**src/bls_pkg.sv**
```systemverilog
// constants, modes and led layout of the button and led supervisor
package bls_pkg;
  // ----------------------------------------------------------------
  // clock and times
  // ----------------------------------------------------------------
  localparam int unsigned CLK_KHZ       = 40000;
  localparam int unsigned CLK_MHZ       = 40;
  localparam int unsigned LONG_PRESS_MS = 2000;
  localparam int unsigned TRIPLE_WIN_MS = 2000;
  localparam int unsigned SCAN_MS       = 1000;
  localparam int unsigned AUTO_TAIL_MS  = 3000;
  localparam int unsigned LAMP_TEST_MS  = 2000;
  localparam int unsigned CBF_DELAY_MS  = 150;
  localparam int unsigned DEBOUNCE_MS   = 20;
  localparam int unsigned BLINK_HALF_MS = 250;
  localparam int unsigned SUP_PERIOD_MS = 1000;
  localparam int unsigned SUP_PULSE_US  = 100;
  localparam int unsigned SUP_PULSE_CYC = SUP_PULSE_US * CLK_MHZ;
  localparam int unsigned TRIPLE_COUNT  = 3;
  // ----------------------------------------------------------------
  // sizes and led layout
  // ----------------------------------------------------------------
  localparam int unsigned CW       = 32;
  localparam int unsigned N_SENS   = 15;
  localparam int unsigned N_BI     = 2;
  localparam int unsigned N_TRIP   = 4;
  localparam int unsigned N_DIP    = 16;
  localparam int unsigned SRC_W    = 4;
  localparam int unsigned N_LED    = 25;
  localparam int unsigned LED_SENS = 0;
  localparam int unsigned LED_BI   = 15;
  localparam int unsigned LED_BO   = 17;
  localparam int unsigned LED_HSO  = 18;
  localparam int unsigned LED_TRIP = 19;
  localparam int unsigned LED_PWR  = 23;
  localparam int unsigned LED_ERR  = 24;
  localparam logic [24:0] LED_OFF  = 25'h0000000;
  localparam logic [24:0] LED_ALL  = 25'h1FFFFFF;
  localparam logic [31:0] CNT_ZERO = 32'h00000000;
  localparam logic [31:0] CNT_ONE  = 32'h00000001;
  // ----------------------------------------------------------------
  // modes
  // ----------------------------------------------------------------
  typedef enum logic [1:0] {M_PWRUP, M_NORMAL, M_AUTO, M_CHECK} bls_mode_e;
endpackage

```
**src/bls_btn_if.sv**
```systemverilog
// press events from the button decoder to the supervisor
`timescale 1ns/1ps
interface bls_btn_if;
  logic long_press;
  logic short_press;
  logic triple_press;
  modport src  (output long_press, output short_press, output triple_press);
  modport sink (input long_press, input short_press, input triple_press);
endinterface

```
**src/bls_button.sv**
```systemverilog
// button synchroniser, debouncer and press decoder
`timescale 1ns/1ps
module bls_button
  import bls_pkg::*;
#(
  parameter int unsigned P_DEB_CYC  = DEBOUNCE_MS * CLK_KHZ,
  parameter int unsigned P_LONG_CYC = LONG_PRESS_MS * CLK_KHZ,
  parameter int unsigned P_WIN_CYC  = TRIPLE_WIN_MS * CLK_KHZ
)
(
  // clock and reset
  input  wire logic i_clk,
  input  wire logic i_rst_n,
  // raw button, low while pressed
  input  wire logic i_btn_n,
  // press events
  bls_btn_if.src    btn
);

  typedef struct packed {
    logic        s1;
    logic        s2;
    logic        pressed;
    logic [31:0] deb_cnt;
    logic [31:0] hold_cnt;
    logic        long_done;
    logic        win_act;
    logic [31:0] win_cnt;
    logic [1:0]  presses;
    logic        long_p;
    logic        short_p;
    logic        triple_p;
  } bls_btn_s;

  bls_btn_s q;
  bls_btn_s d;

  function automatic logic hit(input logic [31:0] c, input int unsigned lim);
    hit = (c >= 32'(lim - 1));
  endfunction

  always_comb
  begin
    d         = q;
    d.long_p  = 1'b0;
    d.short_p = 1'b0;
    d.triple_p = 1'b0;
    d.s1      = ~i_btn_n;
    d.s2      = q.s1;
    // debounce: level must differ for the whole filter time
    if (q.s2 != q.pressed)
    begin
      if (hit(q.deb_cnt, P_DEB_CYC))
      begin
        d.pressed = q.s2;
        d.deb_cnt = CNT_ZERO;
      end
      else
        d.deb_cnt = q.deb_cnt + CNT_ONE;
    end
    else
      d.deb_cnt = CNT_ZERO;
    // hold timing
    if (q.pressed)
    begin
      if (!q.long_done && hit(q.hold_cnt, P_LONG_CYC))
      begin
        d.long_p    = 1'b1;
        d.long_done = 1'b1;
      end
      else if (!q.long_done)
        d.hold_cnt = q.hold_cnt + CNT_ONE;
    end
    else
    begin
      d.hold_cnt  = CNT_ZERO;
      d.long_done = 1'b0;
    end
    if (!d.pressed && q.pressed && !q.long_done)
      d.short_p = 1'b1;
    // triple press window
    if (q.win_act)
    begin
      if (hit(q.win_cnt, P_WIN_CYC))
        d.win_act = 1'b0;
      else
        d.win_cnt = q.win_cnt + CNT_ONE;
    end
    if (d.pressed && !q.pressed)
    begin
      if (!q.win_act || hit(q.win_cnt, P_WIN_CYC))
      begin
        d.win_act = 1'b1;
        d.win_cnt = CNT_ZERO;
        d.presses = 2'h1;
      end
      else if (q.presses == 2'(TRIPLE_COUNT - 1))
      begin
        d.triple_p = 1'b1;
        d.win_act  = 1'b0;
        d.presses  = 2'h0;
      end
      else
        d.presses = q.presses + 2'h1;
    end
  end

  always_ff @(posedge i_clk)
  begin
    if (!i_rst_n)
      q <= '0;
    else
      q <= d;
  end

  assign btn.long_press   = q.long_p;
  assign btn.short_press  = q.short_p;
  assign btn.triple_press = q.triple_p;

  a_press_exclusive: assert property (@(posedge i_clk) disable iff (!i_rst_n)
    q.long_p |-> !q.short_p && !q.triple_p)
    else $error("long press coincides with another press event");

endmodule

```
**src/bls_top.sv**
```systemverilog
// front-panel supervisor: button modes, led indication, breaker-failure backup
`timescale 1ns/1ps
module bls_top
  import bls_pkg::*;
#(
  parameter int unsigned P_DEB_CYC     = DEBOUNCE_MS * CLK_KHZ,
  parameter int unsigned P_LONG_CYC    = LONG_PRESS_MS * CLK_KHZ,
  parameter int unsigned P_WIN_CYC     = TRIPLE_WIN_MS * CLK_KHZ,
  parameter int unsigned P_SCAN_CYC    = SCAN_MS * CLK_KHZ,
  parameter int unsigned P_TAIL_CYC    = AUTO_TAIL_MS * CLK_KHZ,
  parameter int unsigned P_LAMP_CYC    = LAMP_TEST_MS * CLK_KHZ,
  parameter int unsigned P_CBF_CYC     = CBF_DELAY_MS * CLK_KHZ,
  parameter int unsigned P_BLINK_CYC   = BLINK_HALF_MS * CLK_KHZ,
  parameter int unsigned P_SUP_PER_CYC = SUP_PERIOD_MS * CLK_KHZ
)
(
  // clock and reset
  input  wire logic                i_clk,
  input  wire logic                i_rst_n,
  // operator button, low while pressed
  input  wire logic                i_btn_n,
  // arc sensor channels
  input  wire logic [N_SENS-1:0]   i_sensor_light,
  input  wire logic [N_SENS-1:0]   i_sensor_present,
  input  wire logic [N_SENS-1:0]   i_sensor_fault,
  // binary inputs and connection counts
  input  wire logic [N_BI-1:0]     i_bi_active,
  input  wire logic [N_BI-1:0]     i_bi_loose,
  input  wire logic [SRC_W-1:0]    i_bi_src_count,
  // scheme outputs and configuration
  input  wire logic [N_TRIP-1:0]   i_trip_req,
  input  wire logic [N_TRIP-1:0]   i_cbf_target,
  input  wire logic                i_bo_req,
  input  wire logic                i_hso_req,
  input  wire logic                i_latch_mode,
  input  wire logic                i_light_oc_mode,
  input  wire logic                i_overcurrent,
  input  wire logic [N_DIP-1:0]    i_dip,
  // supervision
  input  wire logic                i_hw_fault,
  input  wire logic                i_supply_fail,
  // non-volatile memory contents at power-up
  input  wire logic [N_LED-1:0]    i_nv_led,
  input  wire logic [N_SENS-1:0]   i_nv_sens,
  input  wire logic [SRC_W-1:0]    i_nv_src,
  input  wire logic [N_DIP-1:0]    i_nv_dip,
  input  wire logic                i_nv_setup_done,
  // relay outputs
  output logic [N_TRIP-1:0]        o_trip,
  output logic [N_TRIP-1:0]        o_cbf_trip,
  output logic                     o_bo,
  output logic                     o_hso,
  output logic                     o_sf_energized,
  // front-panel leds
  output logic [N_LED-1:0]         o_led,
  // non-volatile memory writes
  output logic                     o_nv_wr,
  output logic [N_DIP-1:0]         o_nv_dip,
  output logic [N_SENS-1:0]        o_nv_sens,
  output logic [SRC_W-1:0]         o_nv_src,
  output logic                     o_nv_led_wr,
  output logic [N_LED-1:0]         o_nv_led
);

  typedef struct packed {
    bls_mode_e           mode;
    logic [31:0]         tmr;
    logic [31:0]         blink_cnt;
    logic                blink;
    logic [31:0]         sup_cnt;
    logic [N_SENS-1:0]   sens_lat;
    logic [N_TRIP-1:0]   trip_lat;
    logic                hso_lat;
    logic [N_SENS-1:0]   found_s;
    logic [N_BI-1:0]     found_b;
    logic [N_SENS-1:0]   st_sens;
    logic [SRC_W-1:0]    st_src;
    logic [N_DIP-1:0]    st_dip;
    logic                setup_done;
    logic [N_DIP-1:0]    dip_prev;
    logic                dip_moved;
    logic [6:0]          chk_left;
    logic [31:0]         cbf_cnt;
    logic [N_TRIP-1:0]   cbf_out;
    logic [N_TRIP-1:0]   trip;
    logic                bo;
    logic                high_speed_output;
    logic                sf;
    logic [N_LED-1:0]    led;
    logic                nv_wr;
    logic                nv_led_wr;
  } bls_state_s;

  bls_state_s q;
  bls_state_s d;

  bls_btn_if btn ();

  logic              clr;
  logic              tog;
  logic              sysfail;
  logic              mism;
  logic              fault;
  logic              cond;
  logic [N_SENS-1:0] unconf;
  logic [5:0]        n_new;
  logic [5:0]        n_old;
  logic [N_LED-1:0]  ledv;

  function automatic logic hit(input logic [31:0] c, input int unsigned lim);
    hit = (c >= 32'(lim - 1));
  endfunction

  function automatic logic [5:0] conn_total(input logic [N_SENS-1:0] s,
                                            input logic [SRC_W-1:0]  src);
    logic [5:0] n;
    n = {2'h0, src};
    for (int i = 0; i < N_SENS; i++)
      n = n + {5'h00, s[i]};
    conn_total = n;
  endfunction

  // ----------------------------------------------------------------
  // button decoder
  // ----------------------------------------------------------------
  bls_button #(
    .P_DEB_CYC  (P_DEB_CYC),
    .P_LONG_CYC (P_LONG_CYC),
    .P_WIN_CYC  (P_WIN_CYC)
  ) u_button (
    .i_clk   (i_clk),
    .i_rst_n (i_rst_n),
    .i_btn_n (i_btn_n),
    .btn     (btn.src)
  );

  // ----------------------------------------------------------------
  // next state
  // ----------------------------------------------------------------
  always_comb
  begin
    d           = q;
    d.nv_wr     = 1'b0;
    d.nv_led_wr = 1'b0;
    clr         = 1'b0;
    // shared blink phase
    tog = hit(q.blink_cnt, P_BLINK_CYC);
    if (tog)
    begin
      d.blink_cnt = CNT_ZERO;
      d.blink     = ~q.blink;
    end
    else
      d.blink_cnt = q.blink_cnt + CNT_ONE;
    // once-per-second connection pulse on the bo and hso outputs
    if (hit(q.sup_cnt, P_SUP_PER_CYC))
      d.sup_cnt = CNT_ZERO;
    else
      d.sup_cnt = q.sup_cnt + CNT_ONE;
    // supervision status
    unconf  = i_sensor_present & ~q.st_sens;
    sysfail = i_hw_fault | i_supply_fail | (|i_sensor_fault);
    mism    = (|unconf) | (|i_bi_loose)
            | (q.setup_done && (i_dip != q.st_dip))
            | (q.setup_done && (i_bi_src_count != q.st_src));
    if (i_dip != q.dip_prev)
      d.dip_moved = 1'b1;
    d.dip_prev = i_dip;
    n_new = conn_total(q.found_s, i_bi_src_count);
    n_old = conn_total(q.st_sens, q.st_src);
    // operating mode
    case (q.mode)
      M_PWRUP:
      begin
        if (q.tmr == CNT_ZERO)
        begin
          d.sens_lat   = i_nv_led[LED_SENS +: N_SENS];
          d.trip_lat   = i_nv_led[LED_TRIP +: N_TRIP];
          d.hso_lat    = i_nv_led[LED_HSO];
          d.st_sens    = i_nv_sens;
          d.st_src     = i_nv_src;
          d.st_dip     = i_nv_dip;
          d.setup_done = i_nv_setup_done;
          d.dip_prev   = i_dip;
          d.dip_moved  = 1'b0;
        end
        if (hit(q.tmr, P_LAMP_CYC))
        begin
          d.mode = M_NORMAL;
          d.tmr  = CNT_ZERO;
        end
        else
          d.tmr = q.tmr + CNT_ONE;
      end
      M_NORMAL:
      begin
        if (btn.long_press)
        begin
          d.mode    = M_AUTO;
          d.tmr     = CNT_ZERO;
          d.found_s = '0;
          d.found_b = '0;
        end
        else if (btn.triple_press && q.setup_done)
        begin
          d.mode     = M_CHECK;
          d.chk_left = {conn_total(q.st_sens, i_bi_src_count), 1'b0};
        end
        else if (btn.short_press)
          clr = 1'b1;
      end
      M_AUTO:
      begin
        if (q.tmr < 32'(P_SCAN_CYC))
        begin
          d.found_s = q.found_s | i_sensor_present;
          d.found_b = q.found_b | ~i_bi_loose;
        end
        if (hit(q.tmr, P_SCAN_CYC + P_TAIL_CYC))
        begin
          d.mode = M_NORMAL;
          d.tmr  = CNT_ZERO;
          clr    = 1'b1;
          if (n_new >= n_old || q.dip_moved)
          begin
            d.st_sens    = q.found_s;
            d.st_src     = i_bi_src_count;
            d.st_dip     = i_dip;
            d.setup_done = 1'b1;
            d.dip_moved  = (i_dip != q.dip_prev);
            d.nv_wr      = 1'b1;
          end
        end
        else
          d.tmr = q.tmr + CNT_ONE;
      end
      M_CHECK:
      begin
        if (tog)
        begin
          if (q.chk_left <= 7'h01)
          begin
            d.mode     = M_NORMAL;
            d.chk_left = 7'h00;
          end
          else
            d.chk_left = q.chk_left - 7'h01;
        end
      end
      default:
        d.mode = M_NORMAL;
    endcase
    // indication latches: a new event wins over a clear in the same cycle
    d.sens_lat = (clr ? '0 : d.sens_lat) | i_sensor_light;
    d.trip_lat = (clr ? '0 : d.trip_lat) | i_trip_req;
    d.hso_lat  = (clr ? 1'b0 : d.hso_lat) | i_hso_req;
    if ({d.sens_lat, d.trip_lat, d.hso_lat} != {q.sens_lat, q.trip_lat, q.hso_lat})
      d.nv_led_wr = 1'b1;
    // trip, bo and hso relays follow the scheme regardless of setup, sf the supervision
    d.trip = i_trip_req | (i_latch_mode ? d.trip_lat : '0);
    d.bo   = i_bo_req | (q.sup_cnt < 32'(SUP_PULSE_CYC));
    d.high_speed_output  = i_hso_req | (q.sup_cnt < 32'(SUP_PULSE_CYC));
    d.sf   = !(sysfail | mism);
    // breaker-failure backup
    fault = (|i_sensor_light) && (!i_light_oc_mode || i_overcurrent);
    cond  = fault && ((|i_trip_req) || (|q.trip));
    if (!cond)
    begin
      d.cbf_cnt = CNT_ZERO;
      d.cbf_out = '0;
    end
    else if (hit(q.cbf_cnt, P_CBF_CYC))
      d.cbf_out = i_cbf_target;
    else
      d.cbf_out = '0;
    if (cond && !hit(q.cbf_cnt, P_CBF_CYC))
      d.cbf_cnt = q.cbf_cnt + CNT_ONE;
    // led picture
    ledv = LED_OFF;
    case (q.mode)
      M_PWRUP:
        ledv = LED_ALL;
      M_AUTO:
      begin
        ledv[LED_SENS +: N_SENS] = q.found_s | (~q.found_s & {N_SENS{q.blink}});
        ledv[LED_BI +: N_BI]     = q.found_b | (~q.found_b & {N_BI{q.blink}});
        ledv[LED_BO]             = q.blink;
        ledv[LED_HSO]            = q.blink;
      end
      M_CHECK:
      begin
        ledv[LED_SENS +: N_SENS] = q.st_sens & {N_SENS{q.blink}};
        ledv[LED_BI +: N_BI]     = {N_BI{q.blink}};
        ledv[LED_PWR]            = q.blink;
      end
      default:
      begin
        ledv[LED_SENS +: N_SENS] = q.sens_lat
                                 | ((i_sensor_fault | unconf) & {N_SENS{q.blink}});
        ledv[LED_BI +: N_BI]     = i_bi_active
                                 | (i_bi_loose & ~i_bi_active & {N_BI{q.blink}});
        ledv[LED_BO]             = i_bo_req;
        ledv[LED_HSO]            = q.hso_lat;
        ledv[LED_TRIP +: N_TRIP] = q.trip_lat;
        ledv[LED_PWR]            = 1'b1;
        ledv[LED_ERR]            = sysfail | (mism & q.blink);
      end
    endcase
    d.led = ledv;
  end

  always_ff @(posedge i_clk)
  begin
    if (!i_rst_n)
    begin
      q      <= '0;
      q.mode <= M_PWRUP;
      q.sf   <= 1'b0;
    end
    else
      q <= d;
  end

  // ----------------------------------------------------------------
  // outputs
  // ----------------------------------------------------------------
  assign o_trip         = q.trip;
  assign o_cbf_trip     = q.cbf_out;
  assign o_bo           = q.bo;
  assign o_hso          = q.high_speed_output;
  assign o_sf_energized = q.sf;
  assign o_led          = q.led;
  assign o_nv_wr        = q.nv_wr;
  assign o_nv_dip       = q.st_dip;
  assign o_nv_sens      = q.st_sens;
  assign o_nv_src       = q.st_src;
  assign o_nv_led_wr    = q.nv_led_wr;
  assign o_nv_led       = q.led;

  // ----------------------------------------------------------------
  // checks
  // ----------------------------------------------------------------
  a_sf_release: assert property (@(posedge i_clk) disable iff (!i_rst_n)
    (i_hw_fault || i_supply_fail) |=> !o_sf_energized)
    else $error("failure relay stays energized on fault");

  a_sensor_latch: assert property (@(posedge i_clk) disable iff (!i_rst_n)
    i_sensor_light[0] |=> q.sens_lat[0] ##1 (o_led[LED_SENS] || $past(q.mode) != M_NORMAL))
    else $error("sensor indication not latched");

  a_latch_hold: assert property (@(posedge i_clk) disable iff (!i_rst_n)
    (q.sens_lat[0] && q.mode == M_NORMAL && !btn.short_press && !btn.long_press)
      |=> q.sens_lat[0])
    else $error("light indication dropped without reset");

  a_short_clear: assert property (@(posedge i_clk) disable iff (!i_rst_n)
    (q.mode == M_NORMAL && btn.short_press && !btn.long_press && !btn.triple_press
      && i_sensor_light == '0 && i_trip_req == '0 && !i_hso_req)
      |=> q.sens_lat == '0 && q.trip_lat == '0 && !q.hso_lat)
    else $error("short press did not clear indications");

  a_auto_start: assert property (@(posedge i_clk) disable iff (!i_rst_n)
    (q.mode == M_NORMAL && btn.long_press) |=> q.mode == M_AUTO && q.tmr == CNT_ZERO)
    else $error("long press did not start setup");

  a_check_gate: assert property (@(posedge i_clk) disable iff (!i_rst_n)
    (q.mode == M_NORMAL && btn.triple_press && !q.setup_done) |=> q.mode != M_CHECK)
    else $error("connection check started before setup");

  a_nv_store: assert property (@(posedge i_clk) disable iff (!i_rst_n)
    q.nv_wr |-> $past(q.mode) == M_AUTO && q.mode == M_NORMAL && o_nv_dip == $past(i_dip))
    else $error("setup store outside end of setup");

  a_cbf_delay: assert property (@(posedge i_clk) disable iff (!i_rst_n)
    (|q.cbf_out) |-> q.cbf_cnt == 32'(P_CBF_CYC - 1))
    else $error("backup trip before full delay");

  a_cbf_both: assert property (@(posedge i_clk) disable iff (!i_rst_n)
    (i_light_oc_mode && !i_overcurrent) |=> q.cbf_cnt == CNT_ZERO && q.cbf_out == '0)
    else $error("backup timer ran without overcurrent");

  a_lamp_test: assert property (@(posedge i_clk) disable iff (!i_rst_n)
    q.mode == M_PWRUP |=> o_led == LED_ALL)
    else $error("lamp test not showing all leds");

endmodule

```
**config.mk**
```make
export PLATFORM = sky130hd
export DESIGN_NAME = bls_top
export DESIGN_NICKNAME = d
export VERILOG_FILES = /design/src/bls_pkg.sv /design/src/bls_btn_if.sv /design/src/bls_button.sv /design/src/bls_top.sv
export SDC_FILE = /design/constraint.sdc
export NUM_CORES = 1
export LEC_CHECK = 0
export ABC_CLOCK_PERIOD_IN_PS = 13600
export BUFFER_PORTS_ARGS = -buffer_cell sky130_fd_sc_hd__buf_2
export CAP_MARGIN = 15
export CORE_MARGIN = 2
export CORE_UTILIZATION = 40
export DETAILED_ROUTE_END_ITERATION = 6
export SKIP_LAST_GASP = 1
export SYNTH_ARGS = -nofsm -noshare
export SYNTH_HDL_FRONTEND = slang
export SYNTH_HIERARCHICAL = 1
export SYNTH_SLANG_ARGS = --single-unit
```
**constraint.sdc**
```tcl
create_clock -name i_clk -period 13.6 [get_ports i_clk]
set_input_delay 3.4 -clock i_clk [delete_from_list [all_inputs] [get_ports i_clk]]
set_output_delay 3.4 -clock i_clk [all_outputs]
set_load 0.02 [all_outputs]
```
After elaboration in Yosys (flattened, before gate mapping):

Index checks and enable logic that the tools add are counted.

* bits of input ports: 148
* output and inout port bits: 98
* register bits: 372
* logic and storage cells: 274

* reduce and logical (&&, ||, !) cells: 47
* equal/unequal tests: 21
* $add $sub $neg: 54
* bitwise logic cells: 40
* mux-type cells: 62
* $lt $le $gt $ge: 12

Operator list (number)
* $add 6x1->6: 39
* $add 32x1->32 const B: 7
* $mux 32: 7
* $ge 32x27->1 const B: 3
* $pmux 32 s3: 1
* $or 15x15->15: 5
* $mux 36: 2
* $pmux 36 s2: 1
* $and 15x15->15: 4
* $mux 53: 1
* $pmux 17 s3: 1
* $reduce_or 15->1: 3
* $mux 20: 2
* $mux 35: 1
* $mux 17: 2
* $pmux 17 s2: 1
* $mux 33: 1
* $ge 32x20->1 const B: 1
* $ge 32x23->1 const B: 1
* $ge 32x24->1 const B: 1
* $ge 32x26->1 const B: 1
* $ge 32x28->1 const B: 1
* $logic_not 32->1: 1
* $lt 32x12->1 const B: 1
* other kinds (48): 148

Depth between registers and ports, before layout:

Gate-level depths: netlist of run 1.

* depth after elaboration: 20
* depth in mapped cells: 21
* gate-level depth less buffers: 19

Cells and area by module:

The synthesis of run 1 kept the hierarchy.

By module, submodules not included
* bls_top: instances 1, area an instance 14833.0 um2, cells each 1721, sequential area each 5325.1 um2
* bls_button: instances 1, area an instance 4600.7 um2, cells each 527, sequential area each 2122.0 um2

Least setup slack after synthesis of run 1:

No wires, ideal clock.

* kind: in2reg
* start: in i_bi_src_count[0]
* end: reg q, in the netlist o_nv_dip[10]
* setup time: 0.134 ns
* data arrival time: 7.768 ns
* required time: 13.466 ns
* slack: 5.698 ns
* cell stages on the path: 19
* buffers on the path: 2
* path through: fa_1 > inv_1 > fa_1 > fa_1 > fa_1 > inv_1 > ha_1 > a21o_1 > a21oi_1 > nor2b_1 > o21a_1 > ha_1 > nand3_1 > o211a_1 > a32oi_4 > and2_1 > buf_4 > buf_4 > a211oi_1

* word-level cells in the longest chain between the ends: 19

RTL lines
* start: declaration: line bls_top.sv:29 `input wire logic [SRC_W-1:0] i_bi_src_count,`
* $add 4x1->5: line bls_top.sv:119 `n = n + {5'h00, s[i]};`
* $add 5x1->6: line bls_top.sv:119
* $add 6x1->6 (13 in series): line bls_top.sv:119
* $ge 6x6->1: line bls_top.sv:224 `if (n_new >= n_old || q.dip_moved)`
* $logic_or 1x1->1: line bls_top.sv:224
* $ne 2x2->1 (no source line)
* $reduce_and 4->1 (no source line)
* end: declaration: line bls_top.sv:94 `bls_state_s q;`

No other way between the ends.
A chain may end at the register's enable or synchronous reset.

Worst setup path in the final report of run 1:

* start: in i_bi_src_count[0]
* end: reg q, in the netlist o_nv_sens[4]

Same word-level chain as after synthesis.

==> run summary, run 1 <==
The parity-gate share of the synthesized area counting xor and xnor cells is a little over 7%. The clock-pin slew on the worst setup and hold paths is 0.06 ns. The worst-case clock buffer depth came out at 3.

The via count of the first global-routing pass was ~16,000. At the end of routability-driven placement, the weighted congestion stood at 0.928. Dividing the detail-routed via count by the number of cells gives 5.50. The endpoint with the worst hold slack is u_button/q[104]. The worst setup slack for register-to-register paths is 6.81 ns. The number of synthesized flops with an enable pin is 0. After synthesis, flip-flops and latches occupy 38.3% of the total area. The final clock skew came out at 0.0138 ns.

The number of maximum-capacitance constraint violations is 0. The critical path arrival is 9.62 ns. The checks that failed: DRC. The largest net degree at the start of global routing is 49. The area added between synthesis and finish is 12.6%.

CTS saw 372 sinks. The worst register-to-register path has a depth of 20. Gates resized during post-CTS repair numbered 0.

sky130_fd_sc_hd__dfxtp_1 takes more of the synthesized area than any other cell. The type of element capturing the critical path is a register. In this run the most critical hold path is launched from u_button/d[104]. The run finished, with violations left. During synthesis, Yosys emitted a total of 6 warnings. The placeable core region came out at around 48,000 um2.

The critical path is of the in -> reg type. The via count of the routed design came out at 16,657. The number of nets at the end of the flow came out at 2,599.

The global-route wire length before repair is 85.5 mm. After Yosys synthesis, and, or, nand and nor cells account for 22.9% of the synthesized area. The number of core rows came out at 80. The commonest cells after synthesis are sky130_fd_sc_hd__dfxtp_1, sky130_fd_sc_hd__nor2_1, sky130_fd_sc_hd__nand2_1. Summed over all nets, the half-perimeter wirelength after detailed placement is between 40 and 50 mm.

Along the worst path, the maximum fanout reaches 36. The final-layout setup total negative slack came out at 0 ns. The initial antenna violation count came out at 13. Setup repair after global routing left no endpoint under its margin. The most used flip-flop cell after synthesis is sky130_fd_sc_hd__dfxtp_1.

In this run the vertical extent of the chip is ~220 um. The clock latency reported for the late side of the worst-skew pair is 0.58 ns. The number of cells after detailed placement is 2,943. The number of iterations in the first detailed-routing pass is 7. The overall die area came out at 50,400 um2.

The share of final-layout standard cells stronger than drive strength 1 came out at 15.3%. The worst max-slew margin expressed relative to the limit is 16.5%. The transition time at the pin with the least slew margin is 1.25 ns.

The startpoint identified for the worst register-to-register timing path is o_nv_sens[9]. The average wire per standard cell is about 18 um. The final antenna-violating net count came out at 0. The required time at the endpoint of the critical path is 14.01 ns.

Synthesis handed over a netlist of 2,248 instances. The area share of the largest cell type after synthesis came out at 38.3%. The number of hold violations in the final report was 0. The category of the worst setup path launch point is an input pin. The CTS H-tree depth came out at 2.

TritonCTS built the clock tree. Ranked by total cell area, the synthesized netlist is headed by sky130_fd_sc_hd__dfxtp_1, sky130_fd_sc_hd__nor2_1, sky130_fd_sc_hd__xor2_1. The proportion of synthesized flip-flops having asynchronous set or reset came out at 0%. The synthesized netlist occupies a cell area of 19,400 um2. The synthesized netlist devotes ~16% of its cell area to compound gates. The endpoint identified for the worst register-to-register timing path is o_nv_sens[4]. The post-layout minimum cycle time came out at approximately 9 ns. The total power per unit cell area is 133 nW/um2. The type of the most critical hold path is reg -> reg. The port buffer count is 240. The number of register bits inferred by synthesis came out at 372. The peak supply drop is around 0.091 mV. The post-detailed-routing wire length is about 55 mm. The arithmetic-cell share of the synthesized area counting full adders, half adders and majority gates came out at about 6.2%. The residual DRC count is 1. Before CTS, the worst setup slack after placement is about 3.8 ns. In the post-route analysis, the smallest setup slack over all paths is 4.40 ns. During I/O placement, the number of pins put on the boundary was ~250. The number of pins with negative max-slew slack in the final report came out at 0. CTS placed an instance of sky130_fd_sc_hd__clkbuf_16 at the clock tree root. The number of buffers inserted by post-CTS setup repair is 0.

In this run, post-CTS hold repair placed 0 buffers. The residual overflow from global routing is 0. The floorplan step set the die width to 224 um.

sky130_fd_sc_hd__dfxtp_1 is the most common cell in the netlist. The portion of the clock cycle consumed by the worst path in the final layout came out at 67.7%. The number of library cell types mapped by synthesis came out at 84.

The global-route total usage across every layer is 21.2%. After synthesis, the largest family of logic cells by area is simple AND/OR/NAND/NOR gates. In this run, CTS created clock tree buffers numbering 44. The highest attainable clock frequency came out at 0.109 GHz. The count of final setup violators came out at 0. The number of inserted filler cells in the final layout came out at between 4,000 and 5,000.

The mean instance size in the synthesized netlist came out at 8.64 um2. The number of DRC markers after the initial detailed-route iteration came out at 1,320. The filler-free cell count of the finished design came out at 3,027. The core utilization of the finished layout is 45.8%. The standby leakage power is 0.00873 uW. The worst hold path stage count is 1. The initial utilization of the core area, before any placement, comes to roughly two fifths.

The proportion of synthesized area in mux cells is ~1.4%.
==> layout make-up <==
type	instances	area [um2]	area share, %
Antenna cell	5	12.5	0.0572
Clock buffer	60	1260	5.77
Clock inverter	19	215	0.983
Inverter	122	458	2.09
Multi-Input combinational cell	1584	10400	47.7
Sequential cell	372	7450	34.0
Tap cell	615	769	3.52
Timing Repair Buffer	250	1280	5.83
==> placed cells by master (no fill, tap or decap), types with 61 or more instances in the layout <==
master / Yosys / final
sky130_fd_sc_hd__nand3_1: 95 / 95
sky130_fd_sc_hd__nand2_1: 136 / 136
sky130_fd_sc_hd__dfxtp_1: 372 / 372
sky130_fd_sc_hd__nor2_1: 221 / 221
sky130_fd_sc_hd__inv_1: 119 / 119
sky130_fd_sc_hd__and3_1: 61 / 61
sky130_fd_sc_hd__xor2_1: 91 / 91
sky130_fd_sc_hd__buf_2: 14 / 240
sky130_fd_sc_hd__xnor2_1: 68 / 68
sky130_fd_sc_hd__a21oi_1: 126 / 126
==> state kept, by name, summed over array words and instances, names as in the netlist <==
register and count:
o_bo 1, o_cbf_trip 4, o_hso 1, o_led 25, o_nv_dip 16, o_nv_led_wr 1
o_nv_sens 15, o_nv_src 4, o_nv_wr 1, o_sf_energized 1, o_trip 4, q 193
u_button/btn.long_press 1, u_button/btn.short_press 1, u_button/btn.triple_press 1, u_button/d 1, u_button/q 102
==> worst max-delay path, stage by stage <==
cell	delay, ns
sky130_fd_sc_hd__buf_2	0.16
sky130_fd_sc_hd__fa_1	0.56
sky130_fd_sc_hd__inv_1	0.06
sky130_fd_sc_hd__fa_1	0.48
sky130_fd_sc_hd__fa_1	0.43
sky130_fd_sc_hd__fa_1	0.59
sky130_fd_sc_hd__inv_1	0.06
sky130_fd_sc_hd__ha_1	0.29
sky130_fd_sc_hd__a21o_1	0.17
sky130_fd_sc_hd__a21oi_1	0.24
sky130_fd_sc_hd__nor2b_1	0.08
sky130_fd_sc_hd__o21a_1	0.17
sky130_fd_sc_hd__ha_1	0.31
sky130_fd_sc_hd__nand3_1	0.09
sky130_fd_sc_hd__o211a_1	0.25
sky130_fd_sc_hd__a32oi_4	1.01
sky130_fd_sc_hd__and2_1	0.72
sky130_fd_sc_hd__buf_4	0.39
sky130_fd_sc_hd__a211oi_1	0.12
==> metrics by stage <==
stage | power [uW] | hold slack (ns) | cell area [um2]
final | 2910 | 0.445 | 21900
after global routing | 3050 | 0.456 | 21900
after CTS | 2940 | 0.449 | 21900
after detailed placement | 1730 | 0.435 | 20400
after global placement | 1720 | 0.425 | 20400
after floorplan | 1590 | 0.412 | 19500
==> cell families (layout without fill, tap and decap cells) <==
family / Yosys count / count (layout)
adders and majority gates: 77 / 77
buffers and inverters: 316 / 451
AOI/OAI and AO/OA: 448 / 448
and+or+nand+nor: 847 / 847
DFF: 372 / 372
xor gates and xnor gates: 159 / 159
other: 2 / 31
muxes: 27 / 27
==> power by group <==
group | total [uW] | leakage [uW] | internal [uW] | switching [uW]
sequential | 1170 | 0.00304 | 1130 | 45.5
combinational | 540 | 0.00496 | 229 | 311
clock | 1200 | 0.000730 | 727 | 475
==> per-layer routing <==
metal / vias up / GRT usage [%] / part of all wire [%]
met5: - / 0 / 0.040
met4: 4 / 7.58 / 3.2
met3: 104 / 3.47 / 5.8
met2: 532 / 33.2 / 45
met1: 7969 / 29.4 / 46
li1: 8048 / - / -
==> how the worst max path moves through the flow <==
stage	startpoint	endpoint	depth (start not counted)
floorplan	i_bi_src_count[0]	o_nv_dip[10]	19
detailed placement	i_bi_src_count[0]	o_nv_sens[4]	19
finish	i_bi_src_count[0]	o_nv_sens[4]	19
global route	i_bi_src_count[0]	o_nv_sens[2]	19
CTS	i_bi_src_count[0]	o_nv_sens[4]	19
global placement	i_bi_src_count[0]	o_nv_sens[6]	19
Note: power is estimated with default switching activity, not from simulation.
==> inputs of run 2 (changes only) <==
ABC_CLOCK_PERIOD_IN_PS = 8900   (was 13600)
clock period = 8.9 ns   (was 13.6 ns; I/O delays follow)
==> run 2 against run 1 <==
Against the previous run: the run now ends clean; via count is 0.33% lower; critical path type unchanged; non-clock buffer count is 6 higher; worst hold slack better by 0.0012 ns; core utilization is 0.12 points lower; clock skew is 0.011 ns higher; global-route usage is 0.17 points higher; sequential power is 53% higher; final cell count stayed put.
==> run summary, run 2 (same netlist as run 1, synthesis figures left out) <==
The cell area reported after detailed placement was 20,400 um2 (about the same). The global-route wire length before repair is 86.0 mm (was 85.5 mm). The via count of the routed design came out at 16,602 (was 16,657). The die boundary height came out at 224 um (unchanged).

The clock latency reported for the late side of the worst-skew pair came out at 0.58 ns (about the same). The die boundary width is 224 um (unchanged). The required time at the endpoint of the critical path was 9.38 ns (was 14.01 ns). The most common library cell in the layout ignoring fill and taps was sky130_fd_sc_hd__dfxtp_1 (unchanged). Unrepaired setup endpoints after global routing: no (unchanged). The number of nets at the end of the flow was 2,603 (was 2,599). The worst-case clock buffer depth was 3 (unchanged).

The final weighted congestion in routability-driven placement was 0.930 (was 0.928). The placeable core region is 47,800 um2 (unchanged). The number of DRC markers after the initial detailed-route iteration came out at 1,431 (was 1,320).

Status: complete, no violations (was complete, but fails checks). The count of final setup violators came out at 0 (unchanged). The largest net degree at the start of global routing is 51 (was 49). The final antenna-violating net count came out at 0 (unchanged). The category of the worst setup path launch point is an input pin (unchanged).

The critical path class is in -> reg (unchanged). The number of buffers inserted by post-CTS setup repair came out at 0 (unchanged). The family with the most delay on the worst path is adder cells (unchanged). The post-detailed-routing wire length is 54.7 mm (was 54.6 mm).

The area added between synthesis and finish is 12.3% (was 12.6%). The residual overflow from global routing came out at 0 (unchanged). The critical path arrival came to 7.53 ns (was 9.62 ns). The register containing the most flip-flops in the final layout is q (unchanged). The clock-pin slew on the worst setup and hold paths was 0.06 ns (about the same). The port buffer count came out at 240 (unchanged). The highest attainable clock frequency came out at 0.142 GHz. The total power per unit cell area came out at 198 nW/um2 (was 133 nW/um2). The number of flip-flops in the largest register came out at 193 (unchanged). The share of final-layout standard cells stronger than drive strength 1 came out at 15.1% (was 15.3%). The number of pins with negative max-slew slack in the final report is 0 (unchanged). The number of iterations in the first detailed-routing pass came to 5 (was 7). The worst max-slew margin expressed relative to the limit came to 40.4% (was 16.5%). The post-layout minimum cycle time came out at just over 7 ns.

The total clock buffers created by CTS is 42 (was 44). The clock tree root driver cell was sky130_fd_sc_hd__clkbuf_16 (unchanged). The peak supply drop came to 0.141 mV (was 0.0913 mV). The total buffers and inverters traversed by the critical path was 6 (was 4).

The number of hold violations in the final report came to 0 (unchanged). The via count of the first global-routing pass was 15,737 (was 15,570). The final-layout setup total negative slack came to 0 ns (unchanged). The transition time at the pin with the least slew margin is 0.885 ns (was 1.25 ns). The initial antenna violation count was 14 (was 13).

Most used cells in the layout excluding fill and tap cells: sky130_fd_sc_hd__dfxtp_1, sky130_fd_sc_hd__buf_2, sky130_fd_sc_hd__nor2_1, sky130_fd_sc_hd__nand2_1, sky130_fd_sc_hd__a21oi_1 (unchanged). The quantity of gates resized following cts came to 0 (unchanged). The delay of the slowest critical-path stage came out at 0.73 ns (was 1.01 ns). The critical-path cell with the highest stage delay is sky130_fd_sc_hd__a32oi_4 (unchanged). The CTS H-tree depth came out at 2 (unchanged). The final clock skew came to 0.0245 ns (was 0.0138 ns).

The core utilization of the finished layout came out at 45.6% (was 45.8%). The worst-path maximum fanout came out at 19 (was 36). The clock sink count came out at 372 (unchanged). The overall die area is 50,400 um2 (unchanged).

The type of the most critical hold path is reg -> reg (unchanged). The count of boundary I/O pins is 246 (unchanged). The clock tree from TritonCTS is done (unchanged). The number of core rows is 80 (unchanged). The average wire per standard cell is 18.1 um (was 18.0 um). The portion of the clock cycle consumed by the worst path in the final layout is about four fifths.

The type of element capturing the critical path was a register (unchanged). The global-route total usage across every layer is 21.4% (was 21.2%). The final HPWL from detailed placement is 40.6 mm (was 40.2 mm). The number of vias per cell is 5.48 (was 5.50). The library cell appearing most often on the critical path was sky130_fd_sc_hd__fa_1 (unchanged). The cell area after layout is 21,800 um2 (was 21,900 um2). The total of hold buffers inserted after clock tree synthesis came out at 0 (unchanged). The number of maximum-capacitance constraint violations is 0 (unchanged). The starting utilization of the core area came to 40.6% (unchanged). The standby leakage power came out at 0.00871 uW (was 0.00873 uW). The residual DRC count came to 0 (was 1). Critical path, cell by cell: buf_2, fa_1, inv_1, fa_1, fa_1, fa_1, inv_1, ha_1, inv_1, fa_1, inv_1, a21o_1, a21oi_1, xnor2_1, ha_1, nand3_1, o211a_1, a32oi_4, buf_4, a21oi_1, a211oi_1 (was buf_2, fa_1, inv_1, fa_1, fa_1, fa_1, inv_1, ha_1, a21o_1, a21oi_1, nor2b_1, o21a_1, ha_1, nand3_1, o211a_1, a32oi_4, and2_1, buf_4, a211oi_1).
[run 2: cell types whose count changed in the layout (fill, tap and decap cells not counted), moves of 2 or more]
cell / previous run / this run
sky130_fd_sc_hd__bufinv_16: 4 / 2
sky130_fd_sc_hd__clkbuf_1: 8 / 15
sky130_fd_sc_hd__clkinvlp_4: 2 / 0
sky130_fd_sc_hd__clkbuf_8: 6 / 12
sky130_fd_sc_hd__buf_4: 10 / 15
sky130_fd_sc_hd__clkinv_2: 11 / 2
sky130_fd_sc_hd__diode_2: 5 / 3
sky130_fd_sc_hd__clkbuf_16: 46 / 43
[run 2: cell type report]
| class | count | area [um2] |
|---|---|---|
| repair buffers | 256 | 1330 |
| well taps | 615 | 769 |
| inverters | 122 | 458 |
| diodes | 3 | 7.51 |
| clock inverters | 5 | 78.8 |
| multi-input cells | 1584 | 10400 |
| fillers | 4660 | 26000 |
| flip-flops and latches | 372 | 7450 |
| clock buffers | 70 | 1300 |
[run 2: power breakdown]
part	switching [uW]	internal, uW
logic	456	341
clock network	694	1050
registers	70.4	1720
[run 2: worst paths after layout]
check	depth (start not counted)	startpoint	end	slack [ns]
setup / recovery	21	i_bi_src_count[0]	o_nv_src[0]	1.85
hold / removal	1	u_button/d[104]	u_button/q[104]	0.45
setup reg to reg	20	o_nv_sens[9]	o_nv_src[0]	3.06
hold reg to reg	1	u_button/d[104]	u_button/q[104]	0.45
[run 2: metrics by stage]
step / power, uW / hold slack [ns] / cells / setup slack (ns)
5_1_grt: 4540 / 0.472 / 3027 / 1.51
6_report: 4330 / 0.446 / 3027 / 1.85
3_5_place_dp: 2620 / 0.438 / 2948 / 1.31
4_1_cts: 4370 / 0.452 / 3023 / 1.90
2_1_floorplan: 2430 / 0.412 / 2272 / 2.17
3_3_place_gp: 2610 / 0.420 / 2948 / 1.37
[run 2: routing by layer]
| metal | vias up | share of wire (%) | track usage (%) |
|---|---|---|---|
| met3 | 118 | 7.0 | 4.06 |
| met1 | 7826 | 45 | 29.5 |
| met4 | 10 | 3.2 | 7.58 |
| met2 | 606 | 44 | 33.3 |
| li1 | 8042 | - | - |
| met5 | - | 0.12 | 0 |
